<file path="config.mk">
export PLATFORM = sky130hd
export DESIGN_NAME = ccu_unit
export DESIGN_NICKNAME = d
export VERILOG_FILES = /design/src/hdl/ccu_pkg.sv /design/src/hdl/ccu_cap_if.sv /design/src/hdl/ccu_capture_prescaler.sv /design/src/hdl/ccu_unit.sv
export SDC_FILE = /design/constraint.sdc
export NUM_CORES = 1
export LEC_CHECK = 0
export BUFFER_PORTS_ARGS = -buffer_cell sky130_fd_sc_hd__buf_2
export CAP_MARGIN = 20
export CORE_UTILIZATION = 45
export CTS_BUF_LIST = sky130_fd_sc_hd__clkbuf_8
export CTS_CLUSTER_DIAMETER = 80
export DETAILED_ROUTE_END_ITERATION = 10
export PLACE_DENSITY = 0.8
export SYNTH_ARGS = -nofsm -noshare
export SYNTH_HDL_FRONTEND = slang
export SYNTH_HIERARCHICAL = 1
export SYNTH_SLANG_ARGS = --single-unit
</file>
<file path="constraint.sdc">
create_clock -name clock -period 3.5 [get_ports clock]
set_input_delay 0.875 -clock clock [delete_from_list [all_inputs] [get_ports clock]]
set_output_delay 0.875 -clock clock [all_outputs]
set_load 0.01 [all_outputs]
</file>
<file path="src/hdl/ccu_pkg.sv">
// Shared constants, mode codes and decode helpers of the capture/compare unit
package ccu_pkg;

	// Register port geometry and offsets
	localparam int ADDR_W = 2;
	localparam int DATA_W = 8;
	localparam logic [1:0] OFF_CONTROL = 2'h0;
	localparam logic [1:0] OFF_LOW = 2'h1;
	localparam logic [1:0] OFF_HIGH = 2'h2;

	// Reset values
	localparam logic [5:0] CONTROL_RESET = 6'h00;
	localparam logic [15:0] DATA_RESET = 16'h0000;
	localparam logic [7:0] READ_IDLE = 8'h00;

	// Field positions inside unit_control
	localparam int MODE_LSB = 0;
	localparam int MODE_MSB = 3;
	localparam int DUTY_LSB = 4;
	localparam int DUTY_MSB = 5;
	localparam int CTRL_IMPL_MSB = 5;

	// Prescaler terminal counts for the divided capture modes
	localparam logic [3:0] PS4_LAST = 4'h3;
	localparam logic [3:0] PS16_LAST = 4'hf;
	localparam logic [3:0] PS_CLEAR = 4'h0;

	// Mode codes; every 11xx code is PWM
	typedef enum logic [3:0] {
		MODE_OFF = 4'b0000,
		MODE_RSV_1 = 4'b0001,
		MODE_CMP_TOGGLE = 4'b0010,
		MODE_RSV_3 = 4'b0011,
		MODE_CAP_FALL = 4'b0100,
		MODE_CAP_RISE = 4'b0101,
		MODE_CAP_RISE4 = 4'b0110,
		MODE_CAP_RISE16 = 4'b0111,
		MODE_CMP_SET = 4'b1000,
		MODE_CMP_CLEAR = 4'b1001,
		MODE_CMP_SOFT = 4'b1010,
		MODE_RSV_B = 4'b1011,
		MODE_PWM = 4'b1100
	} ccu_mode_t;

	// Capture modes are 01xx
	function automatic logic ccu_is_capture(input logic [3:0] m);
		ccu_is_capture = (m[3:2] == 2'b01);
	endfunction

	// PWM modes are 11xx
	function automatic logic ccu_is_pwm(input logic [3:0] m);
		ccu_is_pwm = (m[3:2] == 2'b11);
	endfunction

	// Compare modes that watch the timer
	function automatic logic ccu_is_compare(input logic [3:0] m);
		ccu_is_compare = (m == MODE_CMP_TOGGLE) || (m == MODE_CMP_SET) ||
			(m == MODE_CMP_CLEAR) || (m == MODE_CMP_SOFT);
	endfunction

	// Compare modes that own the pin
	function automatic logic ccu_drives_pin(input logic [3:0] m);
		ccu_drives_pin = (m == MODE_CMP_TOGGLE) || (m == MODE_CMP_SET) ||
			(m == MODE_CMP_CLEAR);
	endfunction

endpackage

</file>
<file path="src/hdl/ccu_cap_if.sv">
// Link between the unit core and its capture edge prescaler
`timescale 1ns/1ps
interface ccu_cap_if;
	logic pin_level;
	logic [3:0] mode;
	logic capture_evt;

	modport core (
		output pin_level,
		output mode,
		input capture_evt
	);

	modport pre (
		input pin_level,
		input mode,
		output capture_evt
	);
endinterface

</file>
<file path="src/hdl/ccu_capture_prescaler.sv">
// Pin synchroniser, edge detector and capture prescaler
`timescale 1ns/1ps
module ccu_capture_prescaler (
	input wire logic clock,
	input wire logic rst_n,
	ccu_cap_if.pre cap
);

	typedef struct packed {
		logic sync1;
		logic sync2;
		logic prev;
		logic [3:0] count;
		logic evt;
	} ccu_pre_state_t;

	ccu_pre_state_t s_q;
	ccu_pre_state_t s_d;
	logic rise;
	logic fall;

	// Edges are taken only from the second stage, never the first
	always_comb begin
		s_d = s_q;
		s_d.sync1 = cap.pin_level;
		s_d.sync2 = s_q.sync1;
		s_d.prev = s_q.sync2;
		rise = s_q.sync2 & ~s_q.prev;
		fall = ~s_q.sync2 & s_q.prev;
		s_d.evt = 1'b0;
		if (!ccu_pkg::ccu_is_capture(cap.mode)) begin
			// Off, compare, PWM and reserved codes hold the count at zero
			s_d.count = ccu_pkg::PS_CLEAR;
		end else begin
			// Code changes inside capture keep the count: a stale count
			// can fire the first capture early
			case (cap.mode)
				ccu_pkg::MODE_CAP_FALL: begin
					s_d.evt = fall;
				end
				ccu_pkg::MODE_CAP_RISE: begin
					s_d.evt = rise;
				end
				ccu_pkg::MODE_CAP_RISE4: begin
					if (rise) begin
						if (s_q.count >= ccu_pkg::PS4_LAST) begin
							s_d.count = ccu_pkg::PS_CLEAR;
							s_d.evt = 1'b1;
						end else begin
							s_d.count = s_q.count + 4'h1;
						end
					end
				end
				ccu_pkg::MODE_CAP_RISE16: begin
					if (rise) begin
						if (s_q.count == ccu_pkg::PS16_LAST) begin
							s_d.count = ccu_pkg::PS_CLEAR;
							s_d.evt = 1'b1;
						end else begin
							s_d.count = s_q.count + 4'h1;
						end
					end
				end
				default: begin
					s_d.evt = 1'b0;
				end
			endcase
		end
	end

	// State register, cleared by reset
	always_ff @(posedge clock) begin
		if (!rst_n) begin
			s_q <= '0;
		end else begin
			s_q <= s_d;
		end
	end

	assign cap.capture_evt = s_q.evt;

endmodule

</file>
<file path="src/hdl/ccu_unit.sv">
// Capture/compare/PWM unit core with register port and pin logic
//
// Contract
// - Mode 0000 stops everything, clears compare latch and prescaler; data and flag keep their values
// - Codes 0100-0111 pick falling, rising, 4th, 16th edge
// - Mode 0010 toggles output on match, sets flag
// - Mode 1000 starts low, match forces high
// - Mode 1001 starts high, match forces low
// - Mode 1010 only flags; pin follows port latch
// - Mode 11xx is PWM; duty from byte, bits
// - Control bits 7 and 6 read zero
// - Control and both data bytes read/write
// - Capture/compare use 16-bit timer, PWM 8-bit
// - Units of one class may share timer
// - Capture copies full 16-bit timer count
// - Every capture sets flag until software clears
// - New capture overwrites unread data
// - Prescaler cleared outside capture and on reset
// - Capture code switch keeps prescaler count
// - Pin sampled even while driven as output
// - Compare every cycle; act and flag together
// - Writing zero to control clears compare latch
`timescale 1ns/1ps
module ccu_unit (
	input wire logic clock,
	input wire logic rst_n,
	input wire logic [1:0] reg_addr,
	input wire logic [7:0] reg_wdata,
	input wire logic reg_write,
	input wire logic reg_read,
	output logic [7:0] reg_rdata,
	input wire logic [15:0] timer_one_count,
	input wire logic [15:0] timer_three_count,
	input wire logic cc_use_timer_three,
	input wire logic [7:0] pwm_timer_two_count,
	input wire logic [7:0] pwm_timer_four_count,
	input wire logic pwm_use_timer_four,
	input wire logic flag_clear,
	output logic unit_event_flag,
	output logic compare_match,
	input wire logic event_pin_in,
	input wire logic port_latch,
	input wire logic pin_dir_output,
	output logic event_pin_out,
	output logic event_pin_oe,
	output logic pwm_active,
	output logic [9:0] pwm_duty,
	output logic [7:0] pwm_timebase
);

	typedef struct packed {
		logic [5:0] control;
		logic [15:0] data;
		logic cmp_latch;
		logic flag;
		logic match;
		logic [7:0] rdata;
		logic pwm_on;
		logic [9:0] duty;
		logic [7:0] pwm_base;
	} ccu_state_t;

	ccu_state_t s_q;
	ccu_state_t s_d;
	logic [3:0] mode;
	logic [3:0] new_mode;
	logic [15:0] cc_timer;
	logic [7:0] pwm_timer;
	logic match_now;
	logic ctrl_wr;
	logic set_flag;

	ccu_cap_if cap_link ();

	// Edge capture runs in its own small module
	ccu_capture_prescaler u_prescaler (
		.clock(clock),
		.rst_n(rst_n),
		.cap(cap_link.pre)
	);

	// Pin goes to the prescaler even when this unit drives it, so a
	// port write can cause a capture
	assign cap_link.pin_level = event_pin_in;
	assign cap_link.mode = s_q.control[ccu_pkg::MODE_MSB:ccu_pkg::MODE_LSB];

	// Timer selection comes from outside; several units may point at
	// the same counter, nothing here assumes exclusive use
	assign cc_timer = cc_use_timer_three ? timer_three_count :
		timer_one_count;
	assign pwm_timer = pwm_use_timer_four ? pwm_timer_four_count :
		pwm_timer_two_count;

	assign mode = s_q.control[ccu_pkg::MODE_MSB:ccu_pkg::MODE_LSB];
	assign new_mode = reg_wdata[ccu_pkg::MODE_MSB:ccu_pkg::MODE_LSB];
	assign ctrl_wr = reg_write && (reg_addr == ccu_pkg::OFF_CONTROL);

	// Equality check every cycle; reserved and off codes never match
	assign match_now = ccu_pkg::ccu_is_compare(mode) &&
		(s_q.data == cc_timer);

	// Next-state logic
	always_comb begin
		s_d = s_q;
		set_flag = 1'b0;
		s_d.match = match_now;

		// Compare action on the old latch value; flag in the same cycle
		if (match_now) begin
			set_flag = 1'b1;
			case (mode)
				ccu_pkg::MODE_CMP_TOGGLE: begin
					s_d.cmp_latch = ~s_q.cmp_latch;
				end
				ccu_pkg::MODE_CMP_SET: begin
					s_d.cmp_latch = 1'b1;
				end
				ccu_pkg::MODE_CMP_CLEAR: begin
					s_d.cmp_latch = 1'b0;
				end
				default: begin
					s_d.cmp_latch = s_q.cmp_latch;
				end
			endcase
		end

		// Control write; the initial pin level is set on mode entry only
		if (ctrl_wr) begin
			s_d.control = reg_wdata[ccu_pkg::CTRL_IMPL_MSB:0];
			if (new_mode == ccu_pkg::MODE_OFF) begin
				s_d.cmp_latch = 1'b0;
			end else if (new_mode != mode) begin
				case (new_mode)
					ccu_pkg::MODE_CMP_SET: begin
						s_d.cmp_latch = 1'b0;
					end
					ccu_pkg::MODE_CMP_CLEAR: begin
						s_d.cmp_latch = 1'b1;
					end
					default: begin
						s_d.cmp_latch = s_d.cmp_latch;
					end
				endcase
			end
		end else if (mode == ccu_pkg::MODE_OFF) begin
			// Disabled unit keeps its latch at the reset level
			s_d.cmp_latch = 1'b0;
		end

		// Data bytes by software
		if (reg_write && (reg_addr == ccu_pkg::OFF_LOW)) begin
			s_d.data[7:0] = reg_wdata;
		end
		if (reg_write && (reg_addr == ccu_pkg::OFF_HIGH)) begin
			s_d.data[15:8] = reg_wdata;
		end

		// Capture wins over a software write in the same cycle, and
		// never waits for the old value to be read
		if (cap_link.capture_evt &&
			ccu_pkg::ccu_is_capture(mode)) begin
			s_d.data = cc_timer;
			set_flag = 1'b1;
		end

		// Sticky flag; a new event beats a clear in the same cycle
		if (flag_clear) begin
			s_d.flag = 1'b0;
		end
		if (set_flag) begin
			s_d.flag = 1'b1;
		end

		// Read data valid only in the cycle after the strobe
		s_d.rdata = ccu_pkg::READ_IDLE;
		if (reg_read) begin
			case (reg_addr)
				ccu_pkg::OFF_CONTROL: begin
					s_d.rdata = {2'b00, s_q.control};
				end
				ccu_pkg::OFF_LOW: begin
					s_d.rdata = s_q.data[7:0];
				end
				ccu_pkg::OFF_HIGH: begin
					s_d.rdata = s_q.data[15:8];
				end
				default: begin
					s_d.rdata = ccu_pkg::READ_IDLE;
				end
			endcase
		end

		// PWM hand-off: duty and time base for the waveform stage
		s_d.pwm_on = ccu_pkg::ccu_is_pwm(mode);
		if (ccu_pkg::ccu_is_pwm(mode)) begin
			s_d.duty = {s_q.data[7:0],
				s_q.control[ccu_pkg::DUTY_MSB:ccu_pkg::DUTY_LSB]};
			s_d.pwm_base = pwm_timer;
		end else begin
			s_d.duty = 10'h000;
			s_d.pwm_base = 8'h00;
		end
	end

	// State register; data bytes reset to zero for determinism
	always_ff @(posedge clock) begin
		if (!rst_n) begin
			s_q.control <= ccu_pkg::CONTROL_RESET;
			s_q.data <= ccu_pkg::DATA_RESET;
			s_q.cmp_latch <= 1'b0;
			s_q.flag <= 1'b0;
			s_q.match <= 1'b0;
			s_q.rdata <= ccu_pkg::READ_IDLE;
			s_q.pwm_on <= 1'b0;
			s_q.duty <= 10'h000;
			s_q.pwm_base <= 8'h00;
		end else begin
			s_q <= s_d;
		end
	end

	// Outputs; pin follows the port latch unless compare owns it
	assign reg_rdata = s_q.rdata;
	assign unit_event_flag = s_q.flag;
	assign compare_match = s_q.match;
	assign event_pin_out = ccu_pkg::ccu_drives_pin(mode) ? s_q.cmp_latch :
		port_latch;
	assign event_pin_oe = pin_dir_output;
	assign pwm_active = s_q.pwm_on;
	assign pwm_duty = s_q.duty;
	assign pwm_timebase = s_q.pwm_base;

endmodule

</file>
==> results <==
- Of the total synthesized cell area, the portion taken by AND, OR, NAND and NOR gates is 0.2683.
- The max-slew violation count is 0.
- The clock-pin slew reported for the worst setup and hold paths after clock tree synthesis is approximately 0.07 ns.
- Setup repair after global routing left no endpoint under its margin.
- The area fraction in compound gates after synthesis is 0.09456.
- The total internal power is between 1 and 1.5 mW.
- The synthesized net count is approximately 440.
- The number of nets in the layout is approximately 500.
- The worst path meets setup with slightly above 0.9 ns of slack.
- STA classifies the critical path startpoint as a primary input.
- The worst hold path stage count is 1.
- The startpoint of the most critical register-to-register path is cap_link.mode[0].
- The total CTS buffers is 9.
- The worst endpoint data arrival time is ~2.9 ns.
- From left edge to right edge, the die measures 86.01 um.
- By area, the combinational part of the netlist is dominated by simple AND/OR/NAND/NOR gates.
- The critical register-to-register path endpoint is s_q[29].
- The largest clock skew in the final design is roughly 0.011 ns.
- In the global route stage, overall resource usage came out at 0.2135.
- The number of distinct library cells after synthesis is 49.
- The logic gate share of total power is 0.104.
- In this run the most used layer during global routing was met2.
- The run finished with clean final reports.
- Of the total power, registers draw 0.429.
- The clock passes through at most 2 buffers.
- The category of the worst setup path capture point is a flop.
- The number of sinks handled by clock tree synthesis is 60.
- The number of antenna violations at the first check in global routing was 0.
- The highest fanout seen on the critical path is 16.
- The number of failing setup endpoints in the final timing report is 0.
- For this design, the slowest cell found on the critical path is sky130_fd_sc_hd__buf_2.
- The final layout contains routed wiring with a total length of about 7.6 mm.
- For this block, the initial DRC count from the detailed router was 199.
- The multiplexer share of the synthesized area is 0.1044.
- The class of the most critical setup path is in2reg.
- The max-cap check violation count is 0.
- The wire-length estimate of the detail-placed layout is ~5.7 mm.
- In the global route stage, met1 resource usage came out at 0.2690.
- CTS placed an instance of sky130_fd_sc_hd__clkbuf_8 at the clock tree root.
- The share of final-layout standard cells stronger than drive strength 1 is 0.2851.
- The longest individual stage delay on the worst path is 0.42 ns.
- The met2 track demand over resource in global routing is 0.3355.
- The H-tree was split into 3 levels.
- The clock network power share is 0.467.
- At the pin with the least slew margin, the transition time is ~0.65 ns.
- The cell area after synthesis is 3176 um2.
- The pin count of the biggest net entering global routing is 19.
- After detailed routing, the number of vias per cell comes to roughly 5.2.
- The floorplan has 30 rows.
- The part of the Yosys area used for sequential elements is 0.3783.
- The effective utilization at floorplan is 0.4674.
- The required time at the endpoint of the critical path is ~3.8 ns.
- The library cells used most frequently in the layout, excluding fill and tap cells, are sky130_fd_sc_hd__buf_2, sky130_fd_sc_hd__dfxtp_1, sky130_fd_sc_hd__nand2_1.
- The clock tree from TritonCTS is built.
- The DRC violation count after routing is 0.
- The congestion estimate from routability-driven global placement came to approximately 0.90.
- The total die area is approximately 7400 um2.
- The worst min-delay path category is reg2reg.
- Synthesis produced about 380 cells.
- Leaving out fill and tap cells, the most frequent cell in the layout is sky130_fd_sc_hd__buf_2.
- The overall power is 1.650 mW.
- The detailed-routing iteration count for the pre-antenna-repair pass is 5.
- The pre-CTS worst setup slack is between 0.5 and 0.6 ns.
- The quantity of gates resized following cts is 0.
- The number of hold-slack violations in the final timing report is 0.
- Walking the worst path, the cells encountered are buf_2, mux2i_1, xnor2_1, nor4_2, nand4_1, or3_1, a31oi_1.
- The number of enable-type register cells in the synthesized netlist is 0.
- The mean instance size in the synthesized netlist is about 8.5 um2.
- The number of cells on the worst reg-to-reg path is 6.
- For the finished layout, the period the worst path requires is 2.584 ns.
- The share of the synthesized netlist area taken by xor and xnor gates is 0.04689.
- The setup slack of the worst register-to-register path is around 1.7 ns.
- The end point of the worst hold path is u_prescaler/s_d[5].
- The global-route wire length before repair is roughly 12 mm.
- The core region is 6794 um2.
- Detailed routing inserted a total of approximately 2800 vias.
- The clock reaches the later pin of the worst-skew pair after about 0.35 ns.
- The leakage dissipation is roughly 1.8 nW.
- The final antenna-violating net count is 0.
- In the finished design, the share of the clock period the worst path needs comes to 0.7381.
- Of the total synthesized cell area, the portion taken by full adders, half adders and majority gates is 0.003940.
- The antenna diode count is 0.
- The worst relative slew slack is 0.5637.
- Of the total power, the share spent switching nets is 0.2325.
- From bottom edge to top edge, the die measures 86.01 um.
- The power per unit of standard cell area is between 400 and 500 nW/um2.
- The worst hold path begins at u_prescaler/s_d[6].
- The number of I/O port buffers is between 90 and 100.
- For this design the top-level I/O count stands at just under 100.
- The prevailing post-synth register cell is sky130_fd_sc_hd__dfxtp_1.
- Dividing the detail-routed wire length by the instance count gives about 14 um.
- The switching power summed over all nets is between 0.3 and 0.4 mW.
- The number of buffers inserted to repair setup after CTS is 0.
- The proportion of register bits with asynchronous set or reset after synthesis is 0.
- The setup total negative slack is 0 ns.
- The total of warnings raised by yosys is 6.
- The number of buffers inserted for hold repair after clock tree synthesis is 0.
- Based on the critical path, the design can be clocked at up to around 0.39 GHz.
- The number of global-route vias before repair is between 2000 and 3000.
- The remaining global-route overflow is 0.
- The register bit count reported by yosys is 60.
- From synthesis to final layout, the design area changed by 17.81%.
- The worst vdd rail ir drop is around 0.2 mV.
- In the global route stage, met3 resource usage came out at 0.04331.
==> metrics by stage <==
stage | cells | hold WS (ns) | area [um2] | utilization
after floorplan | 375 | 0.4118 | 3176 | -
after global placement | 522 | 0.4154 | 3492 | 0.5140
after detailed placement | 522 | 0.4241 | 3492 | 0.5140
after CTS | 538 | 0.4390 | 3741 | 0.5506
after global routing | 538 | 0.4631 | 3741 | 0.5506
final | 538 | 0.4386 | 3741 | 0.5506
==> power groups by stage <==
stage	combinational (mW)	clock (mW)	sequential [mW]
floorplan	0.113	0	0.717
global placement	0.164	0	0.723
detailed placement	0.169	0	0.723
CTS	0.170	0.777	0.708
global route	0.186	0.814	0.709
finish	0.171	0.770	0.709
==> worst max-delay path by stage <==
stage                       startpoint      end  slack (ns)  cells after the start
finish              cc_use_timer_three  s_q[29]        0.92                      7
global route        cc_use_timer_three  s_q[29]        0.81                      7
CTS                 cc_use_timer_three  s_q[29]        0.94                      7
detailed placement  cc_use_timer_three  s_q[29]        0.59                      7
global placement    cc_use_timer_three  s_q[29]        0.72                      7
floorplan           cc_use_timer_three  s_q[29]        1.14                      8
==> state kept, by name (all words and copies together), names as in the netlist <==
register and flops:
s_q 19, pwm_duty 10, pwm_timebase 8, reg_rdata 8
u_prescaler/s_q 5, cap_link.mode 4, u_prescaler/s_d 2, compare_match 1
pwm_active 1, u_prescaler/cap.capture_evt 1, unit_event_flag 1
==> critical path: cells and delay by family <==
| kind | cells | cell delay [ns] |
|---|---|---|
| AO/OA/AOI/OAI | 1 | 0.16 |
| XOR/XNOR | 1 | 0.13 |
| buffers and inverters | 1 | 0.42 |
| multiplexers | 1 | 0.35 |
| AND/OR/NAND/NOR | 3 | 0.92 |
==> cell usage after synthesis (6+ instances only) <==
cell	count	area share
sky130_fd_sc_hd__a21oi_1	11	0.017
sky130_fd_sc_hd__xnor2_1	13	0.036
sky130_fd_sc_hd__nand3_1	32	0.050
sky130_fd_sc_hd__and3_1	16	0.032
sky130_fd_sc_hd__and2_1	16	0.032
sky130_fd_sc_hd__nand2_1	48	0.057
sky130_fd_sc_hd__nor2b_1	6	0.012
sky130_fd_sc_hd__inv_1	6	0.0071
sky130_fd_sc_hd__a21boi_0	7	0.017
sky130_fd_sc_hd__mux2i_1	29	0.091
sky130_fd_sc_hd__buf_4	27	0.064
sky130_fd_sc_hd__nor2_1	32	0.038
sky130_fd_sc_hd__clkbuf_1	18	0.021
sky130_fd_sc_hd__dfxtp_1	60	0.38
==> per-layer routing <==
metal | part of all wire | vias to the layer above
met1 | 0.44 | 1285
met3 | 0.053 | 21
li1 | - | 1381
met2 | 0.48 | 110
met4 | 0.028 | 0
met5 | 0 | -
==> cell families (layout without fill, tap and decap cells) <==
group           Yosys count  in the layout
flops                    60             60
simple gates            169            169
buf+inv                  54            121
compound gates           42             42
xor+xnor                 17             17
fa+ha+maj                 1              1
mux                      32             32
==> area by class of cell <==
| class | instances | area [um2] |
|---|---|---|
| clock buffer | 10 | 137.6 |
| clock inverter | 6 | 111.4 |
| fill | 611 | 3053 |
| inverter | 6 | 22.52 |
| multi-input combinational | 261 | 1645 |
| sequential | 60 | 1201 |
| tap | 96 | 120.1 |
| timing repair buffer | 99 | 503.0 |
Power figures use the tool's default switching activity.
